--- src/logic/smc_params.svh ---
/*
 * Constants of the external static memory controller: register offsets,
 * field positions, reset values and address decode fields.
 * Assumes inclusion by bare name from the design module and the bench top.
 */
`ifndef SMC_PARAMS_SVH
`define SMC_PARAMS_SVH

`define SMC_NUM_BANKS        8
`define SMC_EXT_BASE         3'h2
`define SMC_BA_HI            31
`define SMC_BA_LO            29
`define SMC_CS_HI            28
`define SMC_CS_LO            26
`define SMC_LOC_HI           23

`define SMC_REG_IDLE         4'h0
`define SMC_REG_WST_RD       4'h1
`define SMC_REG_WST_WR       4'h2
`define SMC_REG_CFG          4'h3
`define SMC_REG_STAT         4'h4
`define SMC_BANK_STRIDE_SH   5

`define SMC_CFG_WIDTH_LO     0
`define SMC_CFG_TYPE_LO      2
`define SMC_CFG_BURST        4
`define SMC_CFG_WPROT        5
`define SMC_CFG_RDLANE       6
`define SMC_CFG_CSPOL        7

`define SMC_IDLE_RST         4'h0
`define SMC_WST_RST          5'h1F
`define SMC_CFG_RST          8'h00

`endif

--- src/logic/smc_pkg.sv ---
/*
 * Types shared by the external static memory controller.
 * Assumes smc_params.svh is reachable on the include path.
 */
package smc_pkg;
    typedef enum logic [1:0] {
        SMC_W8  = 2'h0,
        SMC_W16 = 2'h1,
        SMC_W32 = 2'h2
    } smc_width_t;

    typedef enum logic [1:0] {
        SMC_DEV_SRAM  = 2'h0,
        SMC_DEV_ROM   = 2'h1,
        SMC_DEV_BROM  = 2'h2,
        SMC_DEV_IO    = 2'h3
    } smc_dev_t;

    typedef enum logic [4:0] {
        SMC_ST_IDLE = 5'h01,
        SMC_ST_TURN = 5'h02,
        SMC_ST_ACC  = 5'h04,
        SMC_ST_NEXT = 5'h08,
        SMC_ST_DONE = 5'h10
    } smc_state_t;
endpackage : smc_pkg

--- src/logic/static_mem_ctrl.sv ---
/*
 * External static memory controller: an APB register slave for per-bank
 * setup and a simple 32-bit system request port mapped onto eight
 * external banks with wait states, turnaround cycles and data width
 * conversion.
 * Assumes the system port holds its request until sys_ready, and that
 * the data bus pads resolve ext_data_out / ext_data_oe outside.
 */
// The APB register port and the register addresses were chosen for this implementation.
// Function
// Eight independently configured banks, 16 MB each.
// Per-bank device type steers access timing.
// Turnaround idle cycles programmable one to sixteen.
// Idle cycles between read then write same bank.
// SRAM read and write waits up to 32.
// Burst ROM first and subsequent read waits.
// Page and burst reads without memory clock.
// Burst mode enabled per bank.
// Write protection per bank.
// External width 8, 16 or 32 bits.
// Byte lanes during reads programmable per bank.
// One bank select per bank, programmable polarity.
// External only when address top bits 010.
// Address bits 28 to 26 select bank.
// Address bits 25 and 24 ignored.
// Address bits 23 to 0 drive external address.
// Write and read strobes active low.
// Four byte lane selects on 32-bit bus.
// Protected write produces no external strobe.
// System transfer waits until external access completes.
`timescale 1ns/10ps
`include "smc_params.svh"

module static_mem_ctrl
    import smc_pkg::*;
(
    // Clock and reset
    input  wire logic        sys_clk,
    input  wire logic        rst_n,
    // APB register slave
    input  wire logic        psel,
    input  wire logic        penable,
    input  wire logic        pwrite,
    input  wire logic [31:0] paddr,
    input  wire logic [31:0] pwdata,
    output logic      [31:0] prdata,
    output logic             pready,
    output logic             pslverr,
    // System access port
    input  wire logic        sys_req,
    input  wire logic        sys_write,
    input  wire logic [31:0] sys_addr,
    input  wire logic [31:0] sys_wdata,
    input  wire logic [3:0]  sys_be,
    output logic      [31:0] sys_rdata,
    output logic             sys_ready,
    output logic             sys_err,
    // External static memory bus
    output logic      [7:0]  bank_select_out,
    output logic      [3:0]  byte_lane_select,
    output logic             write_strobe_n,
    output logic             read_strobe_n,
    output logic      [23:0] ext_address_out,
    input  wire logic [31:0] ext_data_in,
    output logic      [31:0] ext_data_out,
    output logic             ext_data_oe
);

    logic [3:0]  turnaround_idle_cycles [0:7];
    logic [4:0]  wst_rd  [0:7];
    logic [4:0]  wst_wr  [0:7];
    logic [7:0]  cfg     [0:7];

    logic [31:0] din_s1;
    logic [31:0] din_s2;

    smc_state_t  state;
    logic [2:0]  bank;
    logic [23:0] base_loc;
    logic [1:0]  beat;
    logic [1:0]  last_beat;
    logic [4:0]  cnt;
    logic        cur_write;
    logic        last_read;
    logic [2:0]  last_bank;
    logic        burst_run;
    logic [31:0] rd_acc;

    logic [2:0]  req_bank;
    logic [7:0]  bcfg;
    smc_width_t  bwidth;
    smc_dev_t    bdev;
    logic        req_ext;
    logic        req_blocked;
    logic [1:0]  next_last_beat;
    logic [23:0] beat_loc;
    logic [4:0]  acc_wait;

    // APB slave: always ready, errors on unmapped offsets.
    logic [2:0] apb_bank;
    logic [3:0] apb_reg;
    logic       apb_hit;
    assign apb_bank = paddr[7:5];
    assign apb_reg  = paddr[5-1:2] == 3'h0 ? `SMC_REG_IDLE :
                      {1'b0, paddr[4:2]};
    assign apb_hit  = (paddr[31:8] == 24'h000000) && (paddr[1:0] == 2'h0) &&
                      (apb_reg <= `SMC_REG_STAT);
    assign pready   = 1'b1;
    assign pslverr  = psel && penable && !apb_hit;

    always_ff @(posedge sys_clk) begin
        if (!rst_n) begin
            for (int i = 0; i < `SMC_NUM_BANKS; i++) begin
                turnaround_idle_cycles[i] <= `SMC_IDLE_RST;
                wst_rd[i] <= `SMC_WST_RST;
                wst_wr[i] <= `SMC_WST_RST;
                cfg[i]    <= `SMC_CFG_RST;
            end
        end else if (psel && penable && pwrite && apb_hit) begin
            case (apb_reg)
                `SMC_REG_IDLE:   turnaround_idle_cycles[apb_bank] <= pwdata[3:0];
                `SMC_REG_WST_RD: wst_rd[apb_bank] <= pwdata[4:0]; // see
                `SMC_REG_WST_WR: wst_wr[apb_bank] <= pwdata[4:0]; // see
                `SMC_REG_CFG:    cfg[apb_bank]    <= pwdata[7:0]; // see
                default: begin
                end
            endcase
        end
    end

    always_ff @(posedge sys_clk) begin
        if (!rst_n) begin
            prdata <= 32'h0000_0000;
        end else if (psel && !penable && !pwrite) begin
            case (apb_reg)
                `SMC_REG_IDLE:   prdata <= {28'h0, turnaround_idle_cycles[apb_bank]};
                `SMC_REG_WST_RD: prdata <= {27'h0, wst_rd[apb_bank]};
                `SMC_REG_WST_WR: prdata <= {27'h0, wst_wr[apb_bank]};
                `SMC_REG_CFG:    prdata <= {24'h0, cfg[apb_bank]};
                `SMC_REG_STAT:   prdata <= {24'h0, 3'h0, state};
                default:         prdata <= 32'h0000_0000;
            endcase
        end
    end

    // The external data bus is an asynchronous pin input.
    always_ff @(posedge sys_clk) begin
        if (!rst_n) begin
            din_s1 <= 32'h0000_0000;
            din_s2 <= 32'h0000_0000;
        end else begin
            din_s1 <= ext_data_in;
            din_s2 <= din_s1;
        end
    end

    // Request decode. Bits 25 and 24 are never looked at, so they alias.
    assign req_ext     = sys_addr[`SMC_BA_HI:`SMC_BA_LO] == `SMC_EXT_BASE; // see
    assign req_bank    = sys_addr[`SMC_CS_HI:`SMC_CS_LO];
    assign bcfg        = cfg[bank];
    assign bwidth      = smc_width_t'(bcfg[`SMC_CFG_WIDTH_LO +: 2]);
    assign bdev        = smc_dev_t'(bcfg[`SMC_CFG_TYPE_LO +: 2]);
    assign req_blocked = sys_write && (cfg[req_bank][`SMC_CFG_WPROT] ||
                         smc_dev_t'(cfg[req_bank][`SMC_CFG_TYPE_LO +: 2]) != SMC_DEV_SRAM &&
                         smc_dev_t'(cfg[req_bank][`SMC_CFG_TYPE_LO +: 2]) != SMC_DEV_IO); // see

    always_comb begin
        case (smc_width_t'(cfg[req_bank][`SMC_CFG_WIDTH_LO +: 2]))
            SMC_W8:  next_last_beat = 2'h3;
            SMC_W16: next_last_beat = 2'h1;
            default: next_last_beat = 2'h0;
        endcase
    end

    // Per-beat location and wait: narrow banks step through the word.
    always_comb begin
        case (bwidth)
            SMC_W8:  beat_loc = {base_loc[23:2], beat};
            SMC_W16: beat_loc = {base_loc[23:2], beat[0], 1'b0};
            default: beat_loc = base_loc;
        endcase
        if (cur_write) begin
            acc_wait = wst_wr[bank];
        end else if (bdev == SMC_DEV_BROM && bcfg[`SMC_CFG_BURST] && burst_run) begin
            acc_wait = wst_wr[bank];                  // see see
        end else begin
            acc_wait = wst_rd[bank];
        end
    end

    always_ff @(posedge sys_clk) begin
        if (!rst_n) begin
            state     <= SMC_ST_IDLE;
            bank      <= 3'h0;
            base_loc  <= 24'h000000;
            beat      <= 2'h0;
            last_beat <= 2'h0;
            cnt       <= 5'h00;
            cur_write <= 1'b0;
            last_read <= 1'b0;
            last_bank <= 3'h0;
            burst_run <= 1'b0;
            rd_acc    <= 32'h0000_0000;
            sys_rdata <= 32'h0000_0000;
            sys_ready <= 1'b0;
            sys_err   <= 1'b0;
        end else begin
            sys_ready <= 1'b0;
            sys_err   <= 1'b0;
            case (state)
                SMC_ST_IDLE: begin
                    if (sys_req && !sys_ready) begin
                        if (!req_ext || req_blocked) begin
                            sys_ready <= 1'b1;
                            sys_err   <= 1'b1;
                        end else begin
                            bank      <= req_bank;
                            base_loc  <= sys_addr[`SMC_LOC_HI:0];
                            cur_write <= sys_write;
                            beat      <= 2'h0;
                            last_beat <= next_last_beat;
                            burst_run <= 1'b0;
                            cnt       <= {1'b0, turnaround_idle_cycles[req_bank]};
                            if (last_read && sys_write && last_bank == req_bank) begin
                                state <= SMC_ST_TURN;
                            end else begin
                                cnt   <= 5'h00;
                                state <= SMC_ST_NEXT;
                            end
                        end
                    end
                end
                SMC_ST_TURN: begin
                    // Field value n gives n+1 idle cycles.
                    if (cnt == 5'h00) begin
                        state <= SMC_ST_NEXT;
                    end else begin
                        cnt <= cnt - 5'h01;
                    end
                end
                SMC_ST_NEXT: begin
                    cnt   <= acc_wait;
                    state <= SMC_ST_ACC;
                end
                SMC_ST_ACC: begin
                    if (cnt != 5'h00) begin
                        cnt <= cnt - 5'h01;                     // see
                    end else begin
                        case (bwidth)
                            SMC_W8:  rd_acc[beat*8 +: 8]       <= din_s2[7:0];
                            SMC_W16: rd_acc[beat[0]*16 +: 16]  <= din_s2[15:0];
                            default: rd_acc                    <= din_s2;
                        endcase
                        burst_run <= 1'b1;
                        if (beat == last_beat) begin
                            state <= SMC_ST_DONE;
                        end else begin
                            beat  <= beat + 2'h1;
                            state <= SMC_ST_NEXT;
                        end
                    end
                end
                SMC_ST_DONE: begin
                    sys_rdata <= rd_acc;
                    sys_ready <= 1'b1;
                    last_read <= !cur_write;
                    last_bank <= bank;
                    state     <= SMC_ST_IDLE;
                end
                default: state <= SMC_ST_IDLE;
            endcase
        end
    end

    // External pin drive, all registered.
    logic       in_acc;
    logic [3:0] lanes;
    assign in_acc = state == SMC_ST_ACC || state == SMC_ST_NEXT;

    always_comb begin
        case (bwidth)
            SMC_W8:  lanes = {3'h0, sys_be[beat]};
            SMC_W16: lanes = {2'h0, sys_be[{beat[0], 1'b1}], sys_be[{beat[0], 1'b0}]};
            default: lanes = sys_be;
        endcase
    end

    always_ff @(posedge sys_clk) begin
        if (!rst_n) begin
            bank_select_out  <= 8'h00;
            byte_lane_select <= 4'h0;
            write_strobe_n   <= 1'b1;
            read_strobe_n    <= 1'b1;
            ext_address_out  <= 24'h000000;
            ext_data_out     <= 32'h0000_0000;
            ext_data_oe      <= 1'b0;
        end else begin
            for (int i = 0; i < `SMC_NUM_BANKS; i++) begin
                bank_select_out[i] <= cfg[i][`SMC_CFG_CSPOL] ^
                                      ~(in_acc && bank == 3'(i));
            end
            ext_address_out <= beat_loc;
            write_strobe_n  <= !(in_acc && cur_write);             // see
            read_strobe_n   <= !(in_acc && !cur_write);            // see
            ext_data_oe     <= in_acc && cur_write;
            case (bwidth)
                SMC_W8:  ext_data_out <= {24'h0, sys_wdata[beat*8 +: 8]};
                SMC_W16: ext_data_out <= {16'h0, sys_wdata[beat[0]*16 +: 16]};
                default: ext_data_out <= sys_wdata;
            endcase
            if (in_acc && (cur_write || bcfg[`SMC_CFG_RDLANE])) begin
                byte_lane_select <= lanes;                         // see
            end else begin
                byte_lane_select <= 4'h0;
            end
        end
    end

endmodule : static_mem_ctrl

--- config.mk ---
export PLATFORM = sky130hd
export DESIGN_NAME = static_mem_ctrl
export DESIGN_NICKNAME = d
export VERILOG_FILES = /design/src/logic/smc_pkg.sv /design/src/logic/static_mem_ctrl.sv
export VERILOG_INCLUDE_DIRS = /design/src /design/src/logic
export SDC_FILE = /design/constraint.sdc
export NUM_CORES = 1
export LEC_CHECK = 0
export ABC_AREA = 0
export BUFFER_PORTS_ARGS = -buffer_cell sky130_fd_sc_hd__buf_4
export CELL_PAD_IN_SITES_DETAIL_PLACEMENT = 1
export CELL_PAD_IN_SITES_GLOBAL_PLACEMENT = 2
export CORE_MARGIN = 8
export CORE_UTILIZATION = 35
export DETAILED_ROUTE_END_ITERATION = 6
export PLACE_DENSITY_LB_ADDON = 0.25
export SLEW_MARGIN = 5
export SYNTH_ARGS = -nofsm -noshare
export SYNTH_HDL_FRONTEND = slang
export SYNTH_SLANG_ARGS = --single-unit
--- constraint.sdc ---
create_clock -name sys_clk -period 7.7 [get_ports sys_clk]
set_input_delay 0.77 -clock sys_clk [delete_from_list [all_inputs] [get_ports sys_clk]]
set_output_delay 0.77 -clock sys_clk [all_outputs]
set_load 0.005 [all_outputs]
# [Yosys cells after proc, flatten, opt, wreduce, memory -nomap -nowiden]
# Memory sizes are Yosys's and may differ from the RTL's. A register that Yosys moved wholly into a read port is not among the register bits.
# Cells that the tools add are included.
[totals] mem_count=4 out_inout_bits=139 wordCells=229 regBits=280 inputBits=171 ramBits=176
[classes] n_addsub=4 n_mux=77 n_shift=6 reduce_logical=62 order_cmp=4 n_eq_ne=30 bitwise_logic=18
[memory_table] name="cfg" words=8 word_bits=8 rd=11 rd_clocked_by_memory_dff=1 write_ports=8 line_no="static_mem_ctrl.sv:72" text="logic [7:0] cfg [0:7];"
[memory_table] name="wst_rd" words=8 word_bits=5 rd=2 rd_clocked_by_memory_dff=1 write_ports=8 line_no="static_mem_ctrl.sv:70" text="logic [4:0] wst_rd [0:7];"
[memory_table] name="wst_wr" words=8 word_bits=5 rd=2 rd_clocked_by_memory_dff=1 write_ports=8 line_no="static_mem_ctrl.sv:71" text="logic [4:0] wst_wr [0:7];"
[memory_table] name="turnaround_idle_cycles" words=8 word_bits=4 rd=2 rd_clocked_by_memory_dff=0 write_ports=8 line_no="static_mem_ctrl.sv:69" text="logic [3:0] turnaround_idle_cycles [0:7];"
[ops] operator="case mux 32 bit (2 select lines)" count=2
[ops] operator="negator 5 -> 34 bit" count=2
[ops] operator="two-way mux 5 bit" count=13
[ops] operator="bitwise mux 32 bit" count=2
[ops] operator="case mux 5 bit (4 select lines)" count=2
[ops] operator="case mux 8 bit (5 select lines)" count=1
[ops] operator="variable shift 16 x 34 -> 32 bit (first input constant)" count=1
[ops] operator="variable shift 8 x 34 -> 32 bit (first input constant)" count=1
[ops] operator="variable part select 16 x 34 -> 32 bit" count=1
[ops] operator="variable part select 8 x 34 -> 32 bit" count=1
[ops] operator="two-way mux 3 bit" count=11
[ops] operator="variable part select 32 x 6 -> 16 bit" count=1
[ops] operator="variable part select 32 x 6 -> 8 bit" count=1
[ops] operator="two-way mux 1 bit" count=31
[ops] operator="logical AND 1 bit" count=26
[ops] operator="zero test 24 bit" count=1
[ops] operator="!= test 2 bit (second input constant)" count=8
[ops] operator="== test 3 x 2 -> 1 bit (second input constant)" count=5
[ops] operator="== test 3 bit (second input constant)" count=5
[ops] operator="two-way mux 4 bit" count=3
[ops] operator="case mux 2 bit (2 select lines)" count=3
[ops] operator="NOT 1 bit" count=10
[ops] operator="AND reduction 5 bit" count=2
[ops] operator="OR reduction 5 bit" count=2
[ops] operator="34 further kinds" count=66

# [Depth between registers and ports, before layout]
[depth] word_depth=10 ltp_mapped=11 depth_no_buf=8

# [Worst setup path after synthesis]
# OpenSTA, ideal clock, no wires.
[synth_timing] kind="in2reg" start="input paddr[23]" end="memory cfg[3][0], enable pin" stages=6 slack_ns=4.739 setup_time_ns=0.384 path_buffers=1 t_arrival_ns=2.577 required_time_ns=7.316 cell_sequence="nor4_1 > nand4_1 > nor3_1 > nand2_1 > clkbuf_1 > o21ai_0"
[synth_rtl] item="from (decl)" line_no="static_mem_ctrl.sv:44" text="input wire logic [31:0] paddr,"
[synth_rtl] item="to (decl)" line_no="static_mem_ctrl.sv:72"

==> impl_metrics.yaml <==
run_status:
  status: "finished, final reports clean"
power:
  p_leak_nw: 8.60
  peakVddDrop_mv: 0.129
  power.density_nw_per_um2: 233
synth:
  synthFlopType: "dfxtp_1"
  synth.distinct_cells: 81
  synth.top_cell.area_share_pct: 27.3
  syn_area_sq_um: 19400
  synth_area_leaders: "edfxtp_1, dfxtp_1, mux4_2"
  ys.warnings.count: 0
  synth-edff-count: 176
  ys_ff_latch: 435
  synth_cells: 1786
  async_flop_share_pct: 0
  avgSynthCellArea_sq_um: 10.8
  seq_area_frac_synth_pct: 54.1
  synth_top_area_cell: "edfxtp_1"
floorplanning:
  die_area_sq_um: 63100
  io_pins: 310
  die_y_um: 251
  start_util_pct: 35.3
  core-area_sq_um: 54900
  die_x_um: 251
  rows: 86
placement:
  gp_congestion: 0.870
  place_hpwl_mm: 49.4
  io_buffers: 258
detailed_routing:
  via_per_inst: 5.50
  antenna_left: 0
  routed_wl_mm: 68.9
  drcViolationCount: 0
  initialDrtViolationCount: 1109
  vias: 15000
  post_drt_wl_per_cell_um: 25.2
  dr.pass1.iters: 5
setup_path:
  path_class: "flop to flop"
  worstReg2RegEnd: "rd_acc[0]$_SDFFE_PN0P_"
  crit_path_start_kind: "flop"
  cp_data_arrival_time_ps: 4110
  timing.reg2reg.setup_slack_ps: 4050
  worst_setup_path_end_kind: "flop"
  required_ps: 8170
  cp_max_fo: 25
  rr_worst_depth: 8
clocking:
  cts_inserted_buffers: 48
  cts_sinks: 435
  insertion_delay_ps: 590
  cts.path.max_buffers: 3
  clk_pin_slew_ps: 60
  postCtsHoldBufs: 0
  cts.htree.levels: 2
  post_cts.repair.setup_buffers: 0
  cts_root_buf: "clkbuf_16"
  tritoncts: "yes"
  ctsResizeCount: 0
global_route:
  grt-ovfl-total: 0
  grt_pass1_vias: 15900
  grt_pass1_wl_mm: 103
  track_usage_pct: 21.3
  grt_max_degree: 99
  antenna_found_initial: 2
sta:
  fmax_mhz: 274
  setup_tns_ps: 0
  tightest_slew_ps: 1350
  fin_crit_ps: 3650
  max-slew-margin-rel_pct: 7.51
  slew_viol_final: 0
  hold_viol: 0
  rsz0062_at_grt: "no"
  skew_ps: 18.5
  finalCritPeriodShare_pct: 47.4
  setup_viol: 0
cells_and_area:
  mostFrequentLayoutCells: "buf_4, dfxtp_1, nand2_1"
  final_core_util_pct: 42.4
  area_growth_pct: 20.3
  fin_nets: 2167
  drive_gt1_share_pct: 23.2
  final_common_cell: "buf_4"
worst_hold_path:
  hp-start: "ext_data_in[20]"
  worstHoldPathCells: 2
  hold_path_end: "din_s1[20]$_SDFF_PN0_"
  hold_path.class: "primary input to flop"
flow_run:
  maxCapViolations: 0
## registers in the layout, indices dropped and copies added, names as in the netlist, 2 cells and up, named ones only
register,cells
cfg,64
wst_rd,40
wst_wr,40
din_s1,32
din_s2,32
ext_data_out,32
rd_acc,32
sys_rdata,32
turnaround_idle_cycles,32
base_loc,24
ext_address_out,24
bank_select_out,8
prdata,8
cnt,5
state,5
byte_lane_select,4
bank,3
last_bank,3
beat,2
last_beat,2
## worst max path at each step
| stage | startpoint | to | cells past startpoint |
|---|---|---|---|
| final | flop | rd_acc[0]$_SDFFE_PN0P_ | 8 |
| after global routing | flop | rd_acc[0]$_SDFFE_PN0P_ | 8 |
| after CTS | flop | rd_acc[0]$_SDFFE_PN0P_ | 8 |
| after detailed placement | rst_n | rd_acc[1]$_SDFFE_PN0P_ | 5 |
| after global placement | rst_n | rd_acc[0]$_SDFFE_PN0P_ | 5 |
| after floorplan | paddr[23] | cfg[3][0]$_SDFFCE_PN0P_ | 6 |
## power by group
part	leakage, nW	total [W]	internal, W	switching, W
sequential	3.83	0.00257	0.00249	0.0000820
clock	0.807	0.00234	0.00139	0.000953
combinational	3.96	0.000519	0.000215	0.000304
## layer usage
layer | wire length, um | GRT usage, %
met2 | 35900 | 38.3
met5 | 0 | 0
met4 | 1840 | 7.00
met1 | 27800 | 25.6
met3 | 3320 | 3.55
## kinds of logic (layout without fill, tap and decap cells)
kind of cell | Yosys count | count (layout) | synth area share [%]
adders and majority gates | 7 | 7 | 0.453
xor gates and xnor gates | 23 | 23 | 1.04
DFF | 435 | 435 | 54.1
AOI/OAI and AO/OA | 351 | 351 | 11.9
buffers and inverters | 163 | 382 | 4.19
other | 2 | 27 | 0.0388
and+or+nand+nor | 662 | 662 | 16.9
muxes | 143 | 143 | 11.4
## synthesized netlist by cell type (5+ instances only)
| library cell | count |
|---|---|
| nand3_1 | 11 |
| xor2_1 | 16 |
| inv_1 | 13 |
| o21a_1 | 5 |
| nor3b_1 | 7 |
| a21oi_1 | 84 |
| a221oi_1 | 18 |
| nor3_1 | 16 |
| o22a_1 | 8 |
| o22ai_1 | 39 |
| a22oi_1 | 13 |
| nand2_1 | 214 |
| and3_1 | 22 |
| buf_1 | 9 |
| nor4_1 | 14 |
| nor2_1 | 160 |
| nand2b_1 | 10 |
| o221ai_1 | 11 |
| dfxtp_1 | 259 |
| mux2i_1 | 56 |
| nand4_1 | 5 |
| xnor2_1 | 7 |
| nand3b_1 | 11 |
| clkbuf_1 | 79 |
| nor2b_1 | 11 |
| mux2_2 | 28 |
| o31ai_1 | 9 |
| and2_1 | 154 |
| a221o_2 | 7 |
| mux4_2 | 55 |
| buf_4 | 28 |
| buf_2 | 24 |
| a22o_1 | 13 |
| o21ai_0 | 95 |
| buf_6 | 7 |
| ha_1 | 7 |
| edfxtp_1 | 176 |
## stage by stage
| stage | area [sq um] | setup slack [ps] | hold slack [ps] | total power [W] | std cells |
|---|---|---|---|---|---|
| 6_report | 23300 | 4050 | 389 | 0.00543 | 2734 |
| 5_1_grt | 23300 | 3830 | 374 | 0.00561 | 2734 |
| 4_1_cts | 23300 | 3980 | 351 | 0.00548 | 2732 |
| 3_5_place_dp | 21700 | 3430 | 424 | 0.00314 | 2643 |
| 3_3_place_gp | 21700 | 3610 | 421 | 0.00312 | 2643 |
| 2_1_floorplan | 19400 | 4740 | 412 | 0.00289 | 1809 |
## area by class of cell
type	instances	area, sq um
inverters	15	58.8
well taps	704	881
repair buffers	278	2090
clock buffers	71	1470
flip-flops and latches	435	10500
clock inverters	18	144
fillers	5973	31600
diodes	2	5.00
multi-input cells	1211	8170
## worst max-delay path, stage by stage, from the launching register on
cell and delay, ps:
dfxtp_1 310, buf_4 440, mux4_1 690, mux2i_1 160, buf_4 220, nor2_1 70
nor2_1 800, a21oi_1 500, a22o_1 310
Note: power is estimated with default switching activity, not from simulation.
